### config.mk
export PLATFORM = sky130hd
export DESIGN_NAME = vxcfg_regs
export DESIGN_NICKNAME = d
export VERILOG_FILES = /design/src/verilog/vxcfg_la_window.v /design/src/verilog/vxcfg_regs.v
export VERILOG_INCLUDE_DIRS = /design/src /design/src/common
export SDC_FILE = /design/constraint.sdc
export NUM_CORES = 1
export LEC_CHECK = 0
export ABC_CLOCK_PERIOD_IN_PS = 2400
export BUFFER_PORTS_ARGS = -buffer_cell sky130_fd_sc_hd__buf_2
export CAP_MARGIN = 20
export CORE_MARGIN = 2
export CORE_UTILIZATION = 35
export CTS_CLUSTER_SIZE = 30
export DETAILED_ROUTE_END_ITERATION = 8
export GPL_ROUTABILITY_DRIVEN = 0
export SKIP_LAST_GASP = 1
export SYNTH_ARGS = -nofsm -noshare
export SYNTH_HDL_FRONTEND = slang
export SYNTH_HIERARCHICAL = 1
export SYNTH_SLANG_ARGS = --single-unit
### constraint.sdc
create_clock -name CLK_I -period 2.4 [get_ports CLK_I]
set_input_delay 0.48 -clock CLK_I [delete_from_list [all_inputs] [get_ports CLK_I]]
set_output_delay 0.48 -clock CLK_I [all_outputs]
set_load 0.02 [all_outputs]
### src/common/vxcfg_defines.vh
// vxcfg_defines.vh - offsets, field positions and fixed codes
// of the extender configuration register bank.
// assumes: included by bare name; definitions only.
`ifndef VXCFG_DEFINES_VH
`define VXCFG_DEFINES_VH

////////////////////////////////////////////////////////////////
// register byte offsets in the configuration space
`define VXCFG_OFS_IDENT      6'h00
`define VXCFG_OFS_DEVTYPE    6'h02
`define VXCFG_OFS_STATCTL    6'h04
`define VXCFG_OFS_MODSEL     6'h08
`define VXCFG_OFS_LAWIN      6'h0a

////////////////////////////////////////////////////////////////
// identification register fields
`define VXCFG_DEVICE_CLASS_FIELD_EXT   2'h1
`define VXCFG_ADDRSP_A16     2'h3
// arbitrary neutral maker code
`define VXCFG_MAKER_CODE     12'h5a5

////////////////////////////////////////////////////////////////
// device type register fields
`define VXCFG_REQMEM_NONE    4'hf
// arbitrary neutral model code, bit 11 added from slot strap
`define VXCFG_MODEL_LOW      11'h0a5

////////////////////////////////////////////////////////////////
// status/control register fields
`define VXCFG_SC_MODSEL_BIT  14
`define VXCFG_SC_ORIGIN_BIT  8
`define VXCFG_SC_READY_BIT   3
`define VXCFG_SC_PASS_BIT    2
`define VXCFG_SC_SRST_BIT    0
// arbitrary neutral extended type codes
`define VXCFG_EXTTYPE_CARD   4'h9
`define VXCFG_EXTTYPE_NONE   4'h8
// arbitrary neutral hardware revision code
`define VXCFG_REVISION       4'h7

////////////////////////////////////////////////////////////////
// module-select register fields
`define VXCFG_MS_DRVEN_BIT   13
`define VXCFG_MS_LINES       13

////////////////////////////////////////////////////////////////
// logical address window register fields
`define VXCFG_LA_EN_BIT      14
`define VXCFG_LA_DIR_BIT     13
`define VXCFG_LA_WMASK       16'h67ff
`define VXCFG_LA_MSB_RANGE   8'h7f

`endif

### src/verilog/vxcfg_la_window.v
// vxcfg_la_window.v - logical address window comparator.
// assumes: register value and query are stable in the same
// cycle; the caller registers the result.
`include "vxcfg_defines.vh"

module vxcfg_la_window (
   input  wire [15:0] win_i,
   input  wire        armed_i,
   input  wire        compare_mode_bit_i,
   input  wire [7:0]  addr_i,
   input  wire        inbound_i,
   output reg         map_o
);

   reg  [7:0] mask;
   reg        hit;
   reg  [7:0] hi;
   reg  [7:0] lo;
   integer    k;

   ////////////////////////////////////////////////////////////////
   // compare against base/size or against bounds
   always @* begin
      mask = 8'h00;
      hit  = 1'b0;
      hi   = win_i[15:8];
      lo   = win_i[7:0];
      map_o = 1'b0;
      for (k = 0; k < 8; k = k + 1) begin
         if (k >= 8 - win_i[10:8])
            mask[k] = 1'b1;
      end
      if (!compare_mode_bit_i) begin
         hit = ((addr_i ^ win_i[7:0]) & mask) == 8'h00;
         if (win_i[`VXCFG_LA_EN_BIT] && armed_i) begin
            if (win_i[`VXCFG_LA_DIR_BIT] == inbound_i)
               map_o = hit;
            else
               map_o = !hit;
         end
      end else begin
         // bounds format, inward set is lo..hi-1
         if (hi == lo)
            hit = (hi <= `VXCFG_LA_MSB_RANGE);
         else if (hi > lo)
            hit = (addr_i >= lo) && (addr_i < hi);
         else
            hit = !((addr_i >= hi) && (addr_i < lo));
         if (armed_i && (win_i != 16'h0000))
            map_o = inbound_i ? hit : !hit;
      end
   end

endmodule

### src/verilog/vxcfg_regs.v
// vxcfg_regs.v - configuration register bank of the bus
// extender: identification, device type, status/control,
// module-select lines and logical address window.
// assumes: one clock, synchronous hard reset from the
// backplane system reset; register port driven by the local
// access decoder that serves both the backplane and the cable.
//
// Function
// - identification register fixed, ignores resets
// - device class reads extended, 01
// - address space reads A16 only, 11
// - low twelve bits hold maker code
// - device type fixed, memory field ones
// - model bit 11 low in slot 0
// - select status bit low when selected
// - extended type depends on daughter card
// - origin bit one for cable accesses
// - fixed hardware revision field readable
// - ready and passed read as one
// - soft reset bit written and readable
// - only hard reset clears soft reset
// - drive enable gates drivers, resets clear
// - drive bits set levels, reads live
// - window register cleared by hard reset
// - compare mode selects window format
// - base/size field layout, zero bits
// - disabled window still serves own address
// - direction bit picks mapped side
// - size sets compared base bits
// - window armed after lower byte write
`include "vxcfg_defines.vh"

module vxcfg_regs (
   input  wire        CLK_I,
   input  wire        SYS_RST_I,
   // register access port
   input  wire        REG_SEL_I,
   input  wire        REG_WR_I,
   input  wire [5:0]  REG_ADDR_I,
   input  wire [1:0]  REG_BE_I,
   input  wire [15:0] REG_WDATA_I,
   input  wire        REG_FROM_CABLE_I,
   output wire [15:0] REG_RDATA_O,
   output wire        REG_ACK_O,
   // pins from the backplane and the board
   input  wire        MODULE_SELECTED_N_I,
   input  wire        SLOT_ZERO_I,
   input  wire        CARD_PRESENT_I,
   input  wire [12:0] MODID_I,
   output wire [12:0] MODID_O,
   output wire [12:0] MODID_OE_O,
   output wire        SOFT_RESET_O,
   // window lookup from the cycle mapper
   input  wire        COMPARE_MODE_I,
   input  wire [7:0]  LA_OWN_I,
   input  wire        LA_QUERY_I,
   input  wire [7:0]  LA_ADDR_I,
   input  wire        LA_INBOUND_I,
   output wire        LA_MAP_O,
   output wire        LA_LOCAL_O,
   output wire        LA_DONE_O
);

   ////////////////////////////////////////////////////////////////
   // declarations

   // pin synchronisers, first stage read only by second
   reg  [12:0] modid_s1_r;
   reg  [12:0] modid_s2_r;
   reg         msel_s1_r;
   reg         msel_s2_r;
   reg         slot_s1_r;
   reg         slot_s2_r;
   reg         card_s1_r;
   reg         card_s2_r;

   // software state
   reg         srst_r;
   reg         drven_r;
   reg  [12:0] drive_r;
   reg  [15:0] lawin_r;
   reg         armed_r;

   // register port answer
   reg  [15:0] rdata_r;
   reg  [15:0] rdata_nxt;
   reg         ack_r;

   // pin drive
   reg  [12:0] modid_r;
   reg  [12:0] modid_oe_r;

   // window lookup answer
   reg         map_r;
   reg         local_r;
   reg         done_r;
   wire        map_nxt;

   // decoded access
   wire        wr_lo;
   wire        wr_hi;
   wire        hit_sc;
   wire        hit_ms;
   wire        hit_la;
   wire [5:0]  word_ofs;

   // assembled read words
   wire [15:0] ident_word;
   wire [15:0] devtype_word;
   wire [15:0] statctl_word;
   wire [15:0] modsel_word;

   ////////////////////////////////////////////////////////////////
   // pin synchronisers
   // straps too: they come from outside the clock domain
   always @(posedge CLK_I) begin
      if (SYS_RST_I) begin
         modid_s1_r <= 13'h0000;
         modid_s2_r <= 13'h0000;
         msel_s1_r  <= 1'b1;
         msel_s2_r  <= 1'b1;
         slot_s1_r  <= 1'b0;
         slot_s2_r  <= 1'b0;
         card_s1_r  <= 1'b0;
         card_s2_r  <= 1'b0;
      end else begin
         modid_s1_r <= MODID_I;
         modid_s2_r <= modid_s1_r;
         msel_s1_r  <= MODULE_SELECTED_N_I;
         msel_s2_r  <= msel_s1_r;
         slot_s1_r  <= SLOT_ZERO_I;
         slot_s2_r  <= slot_s1_r;
         card_s1_r  <= CARD_PRESENT_I;
         card_s2_r  <= card_s1_r;
      end
   end

   ////////////////////////////////////////////////////////////////
   // address decode
   // even word offsets
   // bit 0 of the address is ignored: every register is a word
   assign word_ofs = {REG_ADDR_I[5:1], 1'b0};
   assign hit_sc   = word_ofs == `VXCFG_OFS_STATCTL;
   assign hit_ms   = word_ofs == `VXCFG_OFS_MODSEL;
   assign hit_la   = word_ofs == `VXCFG_OFS_LAWIN;

   // byte lanes of a write
   assign wr_lo = REG_SEL_I && REG_WR_I && REG_BE_I[0];
   assign wr_hi = REG_SEL_I && REG_WR_I && REG_BE_I[1];

   ////////////////////////////////////////////////////////////////
   // assembled read words
   // fixed identification word
   assign ident_word = {`VXCFG_DEVICE_CLASS_FIELD_EXT,
                        `VXCFG_ADDRSP_A16,
                        `VXCFG_MAKER_CODE};

   assign devtype_word = {`VXCFG_REQMEM_NONE,
                          !slot_s2_r,
                          `VXCFG_MODEL_LOW};

   // status word; origin bit is patched per access below
   // select status bit
   assign statctl_word = {1'b1,
                          msel_s2_r,
                          card_s2_r ? `VXCFG_EXTTYPE_CARD
                                    : `VXCFG_EXTTYPE_NONE,
                          1'b1,
                          1'b0,
                          `VXCFG_REVISION,
                          1'b1,
                          1'b1,
                          1'b1,
                          srst_r};

   assign modsel_word = {2'h0, drven_r, modid_s2_r};

   ////////////////////////////////////////////////////////////////
   // soft reset bit
   // soft reset control
   // only hard reset clears
   // the rest of the status word is fixed or follows the pins; hard reset loads the
   // select and card synchronisers, soft reset touches no other stored bit in it
   always @(posedge CLK_I) begin
      if (SYS_RST_I) begin
         srst_r <= 1'b0;
      end else if (wr_lo && hit_sc) begin
         srst_r <= REG_WDATA_I[`VXCFG_SC_SRST_BIT];
      end
   end

   ////////////////////////////////////////////////////////////////
   // module-select drive enable
   // both resets clear
   // held clear for as long as the soft reset bit stands,
   // so a write during soft reset cannot turn drivers on
   always @(posedge CLK_I) begin
      if (SYS_RST_I) begin
         drven_r <= 1'b0;
      end else if (srst_r) begin
         drven_r <= 1'b0;
      end else if (wr_hi && hit_ms) begin
         drven_r <= REG_WDATA_I[`VXCFG_MS_DRVEN_BIT];
      end
   end

   ////////////////////////////////////////////////////////////////
   // module-select drive bits
   // resets keep bits
   // no reset branch on purpose; value is unknown until the
   // first write, but the drivers are off until then
   always @(posedge CLK_I) begin
      if (wr_lo && hit_ms) begin
         drive_r[7:0] <= REG_WDATA_I[7:0];
      end
      if (wr_hi && hit_ms) begin
         drive_r[12:8] <= REG_WDATA_I[12:8];
      end
   end

   ////////////////////////////////////////////////////////////////
   // per-line pin drivers, two flip-flops each: level and enable
   // enable gates drivers
   genvar g;
   generate
      for (g = 0; g < `VXCFG_MS_LINES; g = g + 1) begin : g_line
         always @(posedge CLK_I) begin
            if (SYS_RST_I) begin
               modid_r[g]    <= 1'b0;
               modid_oe_r[g] <= 1'b0;
            end else begin
               modid_r[g]    <= drive_r[g] & drven_r;
               modid_oe_r[g] <= drven_r;
            end
         end
      end
   endgenerate

   ////////////////////////////////////////////////////////////////
   // logical address window register
   // hard reset clears
   // all bits stored: the bounds format needs the full upper byte
   always @(posedge CLK_I) begin
      if (SYS_RST_I) begin
         lawin_r <= 16'h0000;
      end else begin
         if (wr_lo && hit_la) begin
            lawin_r[7:0] <= REG_WDATA_I[7:0];
         end
         if (wr_hi && hit_la) begin
            lawin_r[15:8] <= REG_WDATA_I[15:8];
         end
      end
   end

   ////////////////////////////////////////////////////////////////
   // window arming
   // lower byte arms
   // an upper-byte-only write disarms until the lower byte
   // follows; a full word write arms at once
   always @(posedge CLK_I) begin
      if (SYS_RST_I) begin
         armed_r <= 1'b0;
      end else if (wr_lo && hit_la) begin
         armed_r <= 1'b1;
      end else if (wr_hi && hit_la) begin
         armed_r <= 1'b0;
      end
   end

   ////////////////////////////////////////////////////////////////
   // readback mux
   // unmapped and reserved offsets answer zero
   always @* begin
      rdata_nxt = 16'h0000;
      case (word_ofs)
         `VXCFG_OFS_IDENT: begin
            rdata_nxt = ident_word;
         end
         `VXCFG_OFS_DEVTYPE: begin
            rdata_nxt = devtype_word;
         end
         `VXCFG_OFS_STATCTL: begin
            rdata_nxt = statctl_word;
            rdata_nxt[`VXCFG_SC_ORIGIN_BIT] = REG_FROM_CABLE_I;
         end
         `VXCFG_OFS_MODSEL: begin
            rdata_nxt = modsel_word;
         end
         `VXCFG_OFS_LAWIN: begin
            // reserved bits read zero
            // only in base/size format; bounds format shows all bits
            if (COMPARE_MODE_I) begin
               rdata_nxt = lawin_r;
            end else begin
               rdata_nxt = lawin_r & `VXCFG_LA_WMASK;
            end
         end
         default: begin
            rdata_nxt = 16'h0000;
         end
      endcase
   end

   ////////////////////////////////////////////////////////////////
   // register port answer, one cycle after the select
   // read data stand until the next read access
   always @(posedge CLK_I) begin
      if (SYS_RST_I) begin
         rdata_r <= 16'h0000;
         ack_r   <= 1'b0;
      end else begin
         ack_r <= REG_SEL_I;
         if (REG_SEL_I && !REG_WR_I) begin
            rdata_r <= rdata_nxt;
         end
      end
   end

   ////////////////////////////////////////////////////////////////
   // window comparator
   vxcfg_la_window u_win (
      .win_i     (lawin_r),
      .armed_i   (armed_r),
      .compare_mode_bit_i   (COMPARE_MODE_I),
      .addr_i    (LA_ADDR_I),
      .inbound_i (LA_INBOUND_I),
      .map_o     (map_nxt)
   );

   ////////////////////////////////////////////////////////////////
   // window lookup answer
   // own address always local
   // own address wins over the window so the configuration
   // space stays reachable whatever software wrote
   always @(posedge CLK_I) begin
      if (SYS_RST_I) begin
         map_r   <= 1'b0;
         local_r <= 1'b0;
         done_r  <= 1'b0;
      end else begin
         done_r <= LA_QUERY_I;
         if (LA_QUERY_I) begin
            local_r <= LA_ADDR_I == LA_OWN_I;
            map_r   <= map_nxt && (LA_ADDR_I != LA_OWN_I);
         end
      end
   end

   ////////////////////////////////////////////////////////////////
   // outputs, all straight from flip-flops
   assign REG_RDATA_O  = rdata_r;
   assign REG_ACK_O    = ack_r;
   assign MODID_O      = modid_r;
   assign MODID_OE_O   = modid_oe_r;
   assign SOFT_RESET_O = srst_r;
   assign LA_MAP_O     = map_r;
   assign LA_LOCAL_O   = local_r;
   assign LA_DONE_O    = done_r;

endmodule

# Yosys cells after proc, flatten, opt, wreduce, memory -nomap -nowiden
# Cells that the tools add are included.
[totals]
reg_bits = 98
inputBits = 64
out_inout_bits = 47
[classes]
addsub = 1
order_cmp = 14
eq_ne = 8
n_mux = 21
bitwise_logic = 15
n_reduce_logical = 24
[ops]
columns = ["cell", "n"]
rows = [
  ["$ge A3 B32 Y1 const A", 4],
  ["$pmux W16 S5", 1],
  ["$ge A1 B32 Y1 const A", 2],
  ["$ge A2 B32 Y1 const A", 2],
  ["$mux W1", 19],
  ["$eq A8 B8 Y1", 2],
  ["$ge A8 B8 Y1", 2],
  ["$lt A8 B8 Y1", 2],
  ["$mux W16", 1],
  ["$reduce_bool A16 Y1", 1],
  ["$logic_and A1 B1 Y1", 14],
  ["$and A1 B1 Y1", 13],
  ["$eq A5 B3 Y1 const B", 2],
  ["$and A8 B8 Y8", 1],
  ["$gt A8 B8 Y1", 1],
  ["$le A8 B7 Y1 const B", 1],
  ["$logic_not A8 Y1", 1],
  ["$ne A8 B8 Y1", 1],
  ["$xor A8 B8 Y8", 1],
  ["$logic_not A6 Y1", 1],
  ["$eq A5 B1 Y1 const B", 1],
  ["$eq A5 B2 Y1 const B", 1],
  ["$logic_not A1 Y1", 5],
  ["$sub A4 B3 Y5 const A", 1],
  ["other kinds (3)", 3],
]

# Depth between registers and ports, before layout
[depth]
word_depth = 11
depth_mapped = 11

# Modules after synthesis
# Netlist, hierarchy kept.
[modules_own_cells]
columns = ["mod", "n_inst", "cells_each", "area_per_inst_um2", "seq_area_each_um2"]
rows = [
  ["vxcfg_regs", 1, 334, 3609.7, 2092.0],
  ["vxcfg_la_window", 1, 107, 828.3, 0.0],
]

# Least setup slack after synthesis
# OpenSTA, ideal clock, no wires.
[synth_path]
kind = "input to register"
from = "input port LA_ADDR_I[7]"
to = "register map_r, in the netlist LA_MAP_O"
t_arrival_ps = 2335
required_ps = 2262
setup_slack_ps = -73
cell_stages = 9
cell_sequence = "ha_1 -> and2_4 -> a221oi_2 -> or3b_1 -> o311ai_2 -> mux2i_1 -> or3_1 -> o211ai_1 -> a21oi_1"
[synth_via]
elab_chain_len = 11
[synth_rtl]
columns = ["element", "line", "text"]
rows = [
  ["start: declaration", "vxcfg_regs.v:57", "input wire [7:0] LA_ADDR_I,"],
  ["$ge A8 B8 Y1 or $lt A8 B8 Y1 (tied branches)", "vxcfg_la_window.v:48", "hit = !((addr_i >= hi) && (addr_i < lo));"],
  ["$logic_and A1 B1 Y1", "vxcfg_la_window.v:48", ""],
  ["$logic_not A1 Y1", "vxcfg_la_window.v:48", ""],
  ["$mux W1", "vxcfg_la_window.v:45", "else if (hi > lo)"],
  ["$mux W1", "vxcfg_la_window.v:43", "if (hi == lo)"],
  ["$mux W1", "vxcfg_la_window.v:33", "if (!compare_mode_bit_i) begin"],
  ["$logic_not A1 Y1", "vxcfg_la_window.v:50", "map_o = inbound_i ? hit : !hit;"],
  ["$mux W1", "vxcfg_la_window.v:50", ""],
  ["$mux W1", "vxcfg_la_window.v:49", "if (armed_i && (win_i != 16'h0000))"],
  ["$mux W1 (*)", "vxcfg_la_window.v:33", ""],
  ["via map_nxt", "vxcfg_regs.v:97", "wire map_nxt;"],
  ["$logic_and A1 B1 Y1 (*)", "vxcfg_regs.v:345", "map_r <= map_nxt && (LA_ADDR_I != LA_OWN_I);"],
  ["end signal: assignment", "vxcfg_regs.v:345", ""],
  ["end: declaration", "vxcfg_regs.v:94", "reg map_r;"],
]
# Mark *: on every way through the listed nets, which the timed path passes. The rest lies on a longest branch. The select of a mux whose other input is x is not followed.
# A chain may end at the register's enable or synchronous reset.

# Worst setup path after layout
[layout_path]
from = "register lawin_r[13]"
to = "register map_r, in the netlist LA_MAP_O"
[layout_via]
elab_chain_len = 11
[layout_rtl]
columns = ["element", "line", "text"]
rows = [
  ["start: declaration", "vxcfg_regs.v:81", "reg [15:0] lawin_r;"],
  ["start signal: assignment", "vxcfg_regs.v:251", "lawin_r[15:8] <= REG_WDATA_I[15:8];"],
  ["$ge A8 B8 Y1", "vxcfg_la_window.v:48", ""],
  ["$logic_and A1 B1 Y1", "vxcfg_la_window.v:48", ""],
  ["$logic_not A1 Y1", "vxcfg_la_window.v:48", ""],
  ["$mux W1", "vxcfg_la_window.v:45", ""],
  ["$mux W1", "vxcfg_la_window.v:43", ""],
  ["$mux W1", "vxcfg_la_window.v:33", ""],
  ["$logic_not A1 Y1", "vxcfg_la_window.v:50", ""],
  ["$mux W1", "vxcfg_la_window.v:50", ""],
  ["$mux W1", "vxcfg_la_window.v:49", ""],
  ["$mux W1 (*)", "vxcfg_la_window.v:33", ""],
  ["via map_nxt", "vxcfg_regs.v:97", ""],
  ["$logic_and A1 B1 Y1 (*)", "vxcfg_regs.v:345", ""],
]
# Marked as above.

==> results.md <==
- Count of endpoints failing setup in the final report: 1
- Root buffer cell: clkbuf_16
- Antenna violations before repair: 2
- Post-Route Setup TNS: -0.0884 ns
- Core region area: 12500 um^2
- Fraction of the yosys area taken by sequential cells: a little under half
- Number of nets still failing antenna checks after routing: 0
- Violated checks: negative setup slack
- Unrepaired setup endpoints after global routing: yes
- Maximum number of pins on one net before global-route repair: 55
- Launch point of the worst reg-to-reg path: lawin_r[13]$_SDFFE_PP0P_
- Most area-hungry cell type in the Yosys netlist: dfxtp_1
- Number of nets in the layout: 659
- Met3 WL: 685 um
- Unique cell type count in the Yosys netlist: 55
- Worst Setup Slack post-DPL: -0.279 ns
- Clock Sink Count: just under 100
- Highest achievable clock rate: around 400 MHz
- Minimum hold slack: between 0.3 and 0.4 ns
- Share of flip-flops with an asynchronous set or reset: 0%
- Critical-path maximum fanout: 2
- Synth Flop Type: dfxtp_1
- Detailed placement HPWL: between 8000 and 9000 um
- Post-detailed-route via-to-cell ratio: 4.84
- H-tree levels: 3
- Max-cap violations: 0
- I/O pin count: ~110
- Worst Setup Start Kind: register
- Kind of end point of the critical path: register
- Largest voltage drop on the vdd net: 0.603 mV
- Placed cell area: between 5000 and 6000 um^2
- WL/cell: ~15 um
- Met1 wire length: ~4800 um
- Worst Slack Setup Final: -0.0884 ns
- Worst Hold Path Cells: 2
- Pwr per Cell Area: between 500 and 600 nW/um^2
- Mapped Avg Cell Area: just over 10 um^2
- Measured slew at the worst slew-check pin: roughly 0.78 ns
- Drc violations: 0
- Floorplan row count: 41
- Hold buffer count at cts: 0
- Total of buffers placed on input and output ports: about 110
- Hold-critical path endpoint: msel_s1_r$_SDFF_PP1_
- Part of the cycle the worst path needs: 104%
- FF+latch count, synth: 98
- Number of nets in the synthesized netlist: about 530
- Top area cells in the synthesized netlist: dfxtp_1 (38%), edfxtp_1 (8.8%), ha_1 (7.6%)
- Path type of the worst setup path: reg2reg
- Global-route wire length before repair: 17000 um
- Initial cell density of the core: approximately 35%
- Ant. Diodes: 0
- Count of routing violations after the opening detailed-route iteration: approximately 150
- Total congestion overflow: 0
- Worst Reg-to-Reg Cells: 10
- Die Area: about 14000 um^2
- Share of post-route cells with drive strength above 1: between 30% and 40%
- Total wire length: around 11000 um
- Setup skew after layout: around 0.009 ns
- Total clock buffers created by CTS: 9
- Detail Route met2 WL: around 5300 um
- Setup slack of the worst register-to-register path: -0.09 ns
- CP required: 2.62 ns
- Clk_lat worst skew: approximately 0.35 ns
- Leakage power total: around 2.4 nW
- Number of warnings reported in the yosys synthesis log: 6
- Deepest clock path buffer count: 2
- Arrival time of data at the critical path endpoint: approximately 2.7 ns
- 1st-pass router iterations: 4
- Hold Crit Start: MODULE_SELECTED_N_I
- Worst slew margin relative to its limit: between 40% and 50%
- Commonest non-fill, non-tap cells in the layout: buf_2 (109), dfxtp_1 (79), nand2_1 (40), buf_4 (40), nor2b_1 (39)
- Outcome: finished, violations left
- Type of the most critical hold path: in2reg
- Post-Synthesis Cells: between 400 and 500
- Count of endpoints failing hold in the final timing report: 0
- Summed instance area of the synthesized netlist: around 4400 um^2
- Min Clock Period, post-route: about 2.5 ns
- GRT Total Usage: about 16%
- Number of enable-type register cells in the synthesized netlist: 13
- Chip Width: 117 um
- Final Max Slew Viols: 0
- Routed vias: 3603
- Final non-filler cell area: ~5700 um^2
- Most common cell after layout, fill and taps aside: buf_2
- Clock-pin transition on the worst setup and hold timing paths: 0.06 ns
- Clock tree from TritonCTS: done
- Uppermost routed layer: met5
- Signed area change from the synthesized netlist to the final layout: 27.4%
- Terminus of the critical flop-to-flop path: LA_MAP_O$_SDFFE_PP0P_
- Overall die height: around 120 um
- Via count of the first global-routing pass: between 3000 and 4000
- Area fraction of the dominant cell type after synthesis: between 30% and 40%
==> metrics by stage <==
stage | std cells | util, % | total power [mW]
global route | 744 | 45.2 | 3.44
global placement | 727 | 42.4 | 1.99
detailed placement | 727 | 42.4 | 2.00
floorplan | 441 | - | 1.88
CTS | 743 | 44.8 | 3.35
finish | 744 | 45.2 | 3.31
==> registers in the layout, indices dropped and copies added, names as in the netlist, 13 cells and up <==
| name | count |
|---|---|
| modid_s1_r | 13 |
| drive_r | 13 |
| MODID_O | 13 |
| modid_s2_r | 13 |
| lawin_r | 16 |
| REG_RDATA_O | 16 |
==> worst max path at each step <==
stage	startpoint	endpoint	depth (start not counted)
floorplan	LA_ADDR_I[5]	LA_MAP_O$_SDFFE_PP0P_	9
global placement	LA_ADDR_I[5]	LA_MAP_O$_SDFFE_PP0P_	10
detailed placement	LA_ADDR_I[7]	LA_MAP_O$_SDFFE_PP0P_	10
CTS	lawin_r[9]$_SDFFE_PP0P_	LA_MAP_O$_SDFFE_PP0P_	11
global route	lawin_r[9]$_SDFFE_PP0P_	LA_MAP_O$_SDFFE_PP0P_	11
finish	lawin_r[13]$_SDFFE_PP0P_	LA_MAP_O$_SDFFE_PP0P_	10
==> synthesized netlist by cell type (12+ instances only) <==
library cell / n
dfxtp_1: 85
nand2_1: 40
nor2b_1: 39
ha_1: 27
a21oi_1: 25
inv_1: 17
nor2_1: 17
and2_1: 16
nand3_1: 15
mux2i_1: 14
clkbuf_1: 13
edfxtp_1: 13
buf_4: 12
==> cell type report <==
cell class	count	area [um^2]
well taps	172	215
multi-input cells	292	2130
fillers	1225	6860
inverters	17	63.8
flip-flops and latches	98	2100
repair buffers	150	866
clock inverters	5	37.5
clock buffers	10	239
==> critical path, cell delays in order (launching register included) <==
cell and delay, ns:
dfxtp_2 0.33, inv_2 0.05, ha_4 0.21, a21o_1 0.18, a221oi_4 0.25, or3b_4 0.42
o311ai_2 0.29, mux2i_1 0.09, or3_1 0.38, o211ai_1 0.09, a21oi_1 0.08
==> power by group <==
part	internal (mW)	switching [mW]	total (mW)
logic	0.131	0.144	0.275
registers	1.69	0.00781	1.70
clock network	0.730	0.606	1.34
total	2.55	0.758	3.31
==> what timing repair did <==
| action | CTS | global route |
|---|---|---|
| resized for setup | 2 | 12 |
| setup buffers | 1 | 1 |
| setup endpoints to repair | 1 | 1 |
| pin swaps | 2 | 9 |
==> metal layers <==
layer / GRT usage, % / up-vias
li1: - / 1789
met1: 20.0 / 1678
met2: 27.4 / 109
met3: 5.24 / 23
met4: 6.35 / 4
met5: 0 / -
==> logic make-up after synthesis <==
| family | count (synthesis) | synth area share, % |
|---|---|---|
| flip-flops | 98 | 47.1 |
| buffers and inverters | 51 | 6.01 |
| AO/OA/AOI/OAI | 77 | 13.7 |
| adder cells (fa/ha/maj) | 27 | 7.61 |
| XOR/XNOR | 10 | 1.97 |
| AND/OR/NAND/NOR | 164 | 20.4 |
| multiplexers | 14 | 3.16 |
Power figures use the tool's default switching activity.
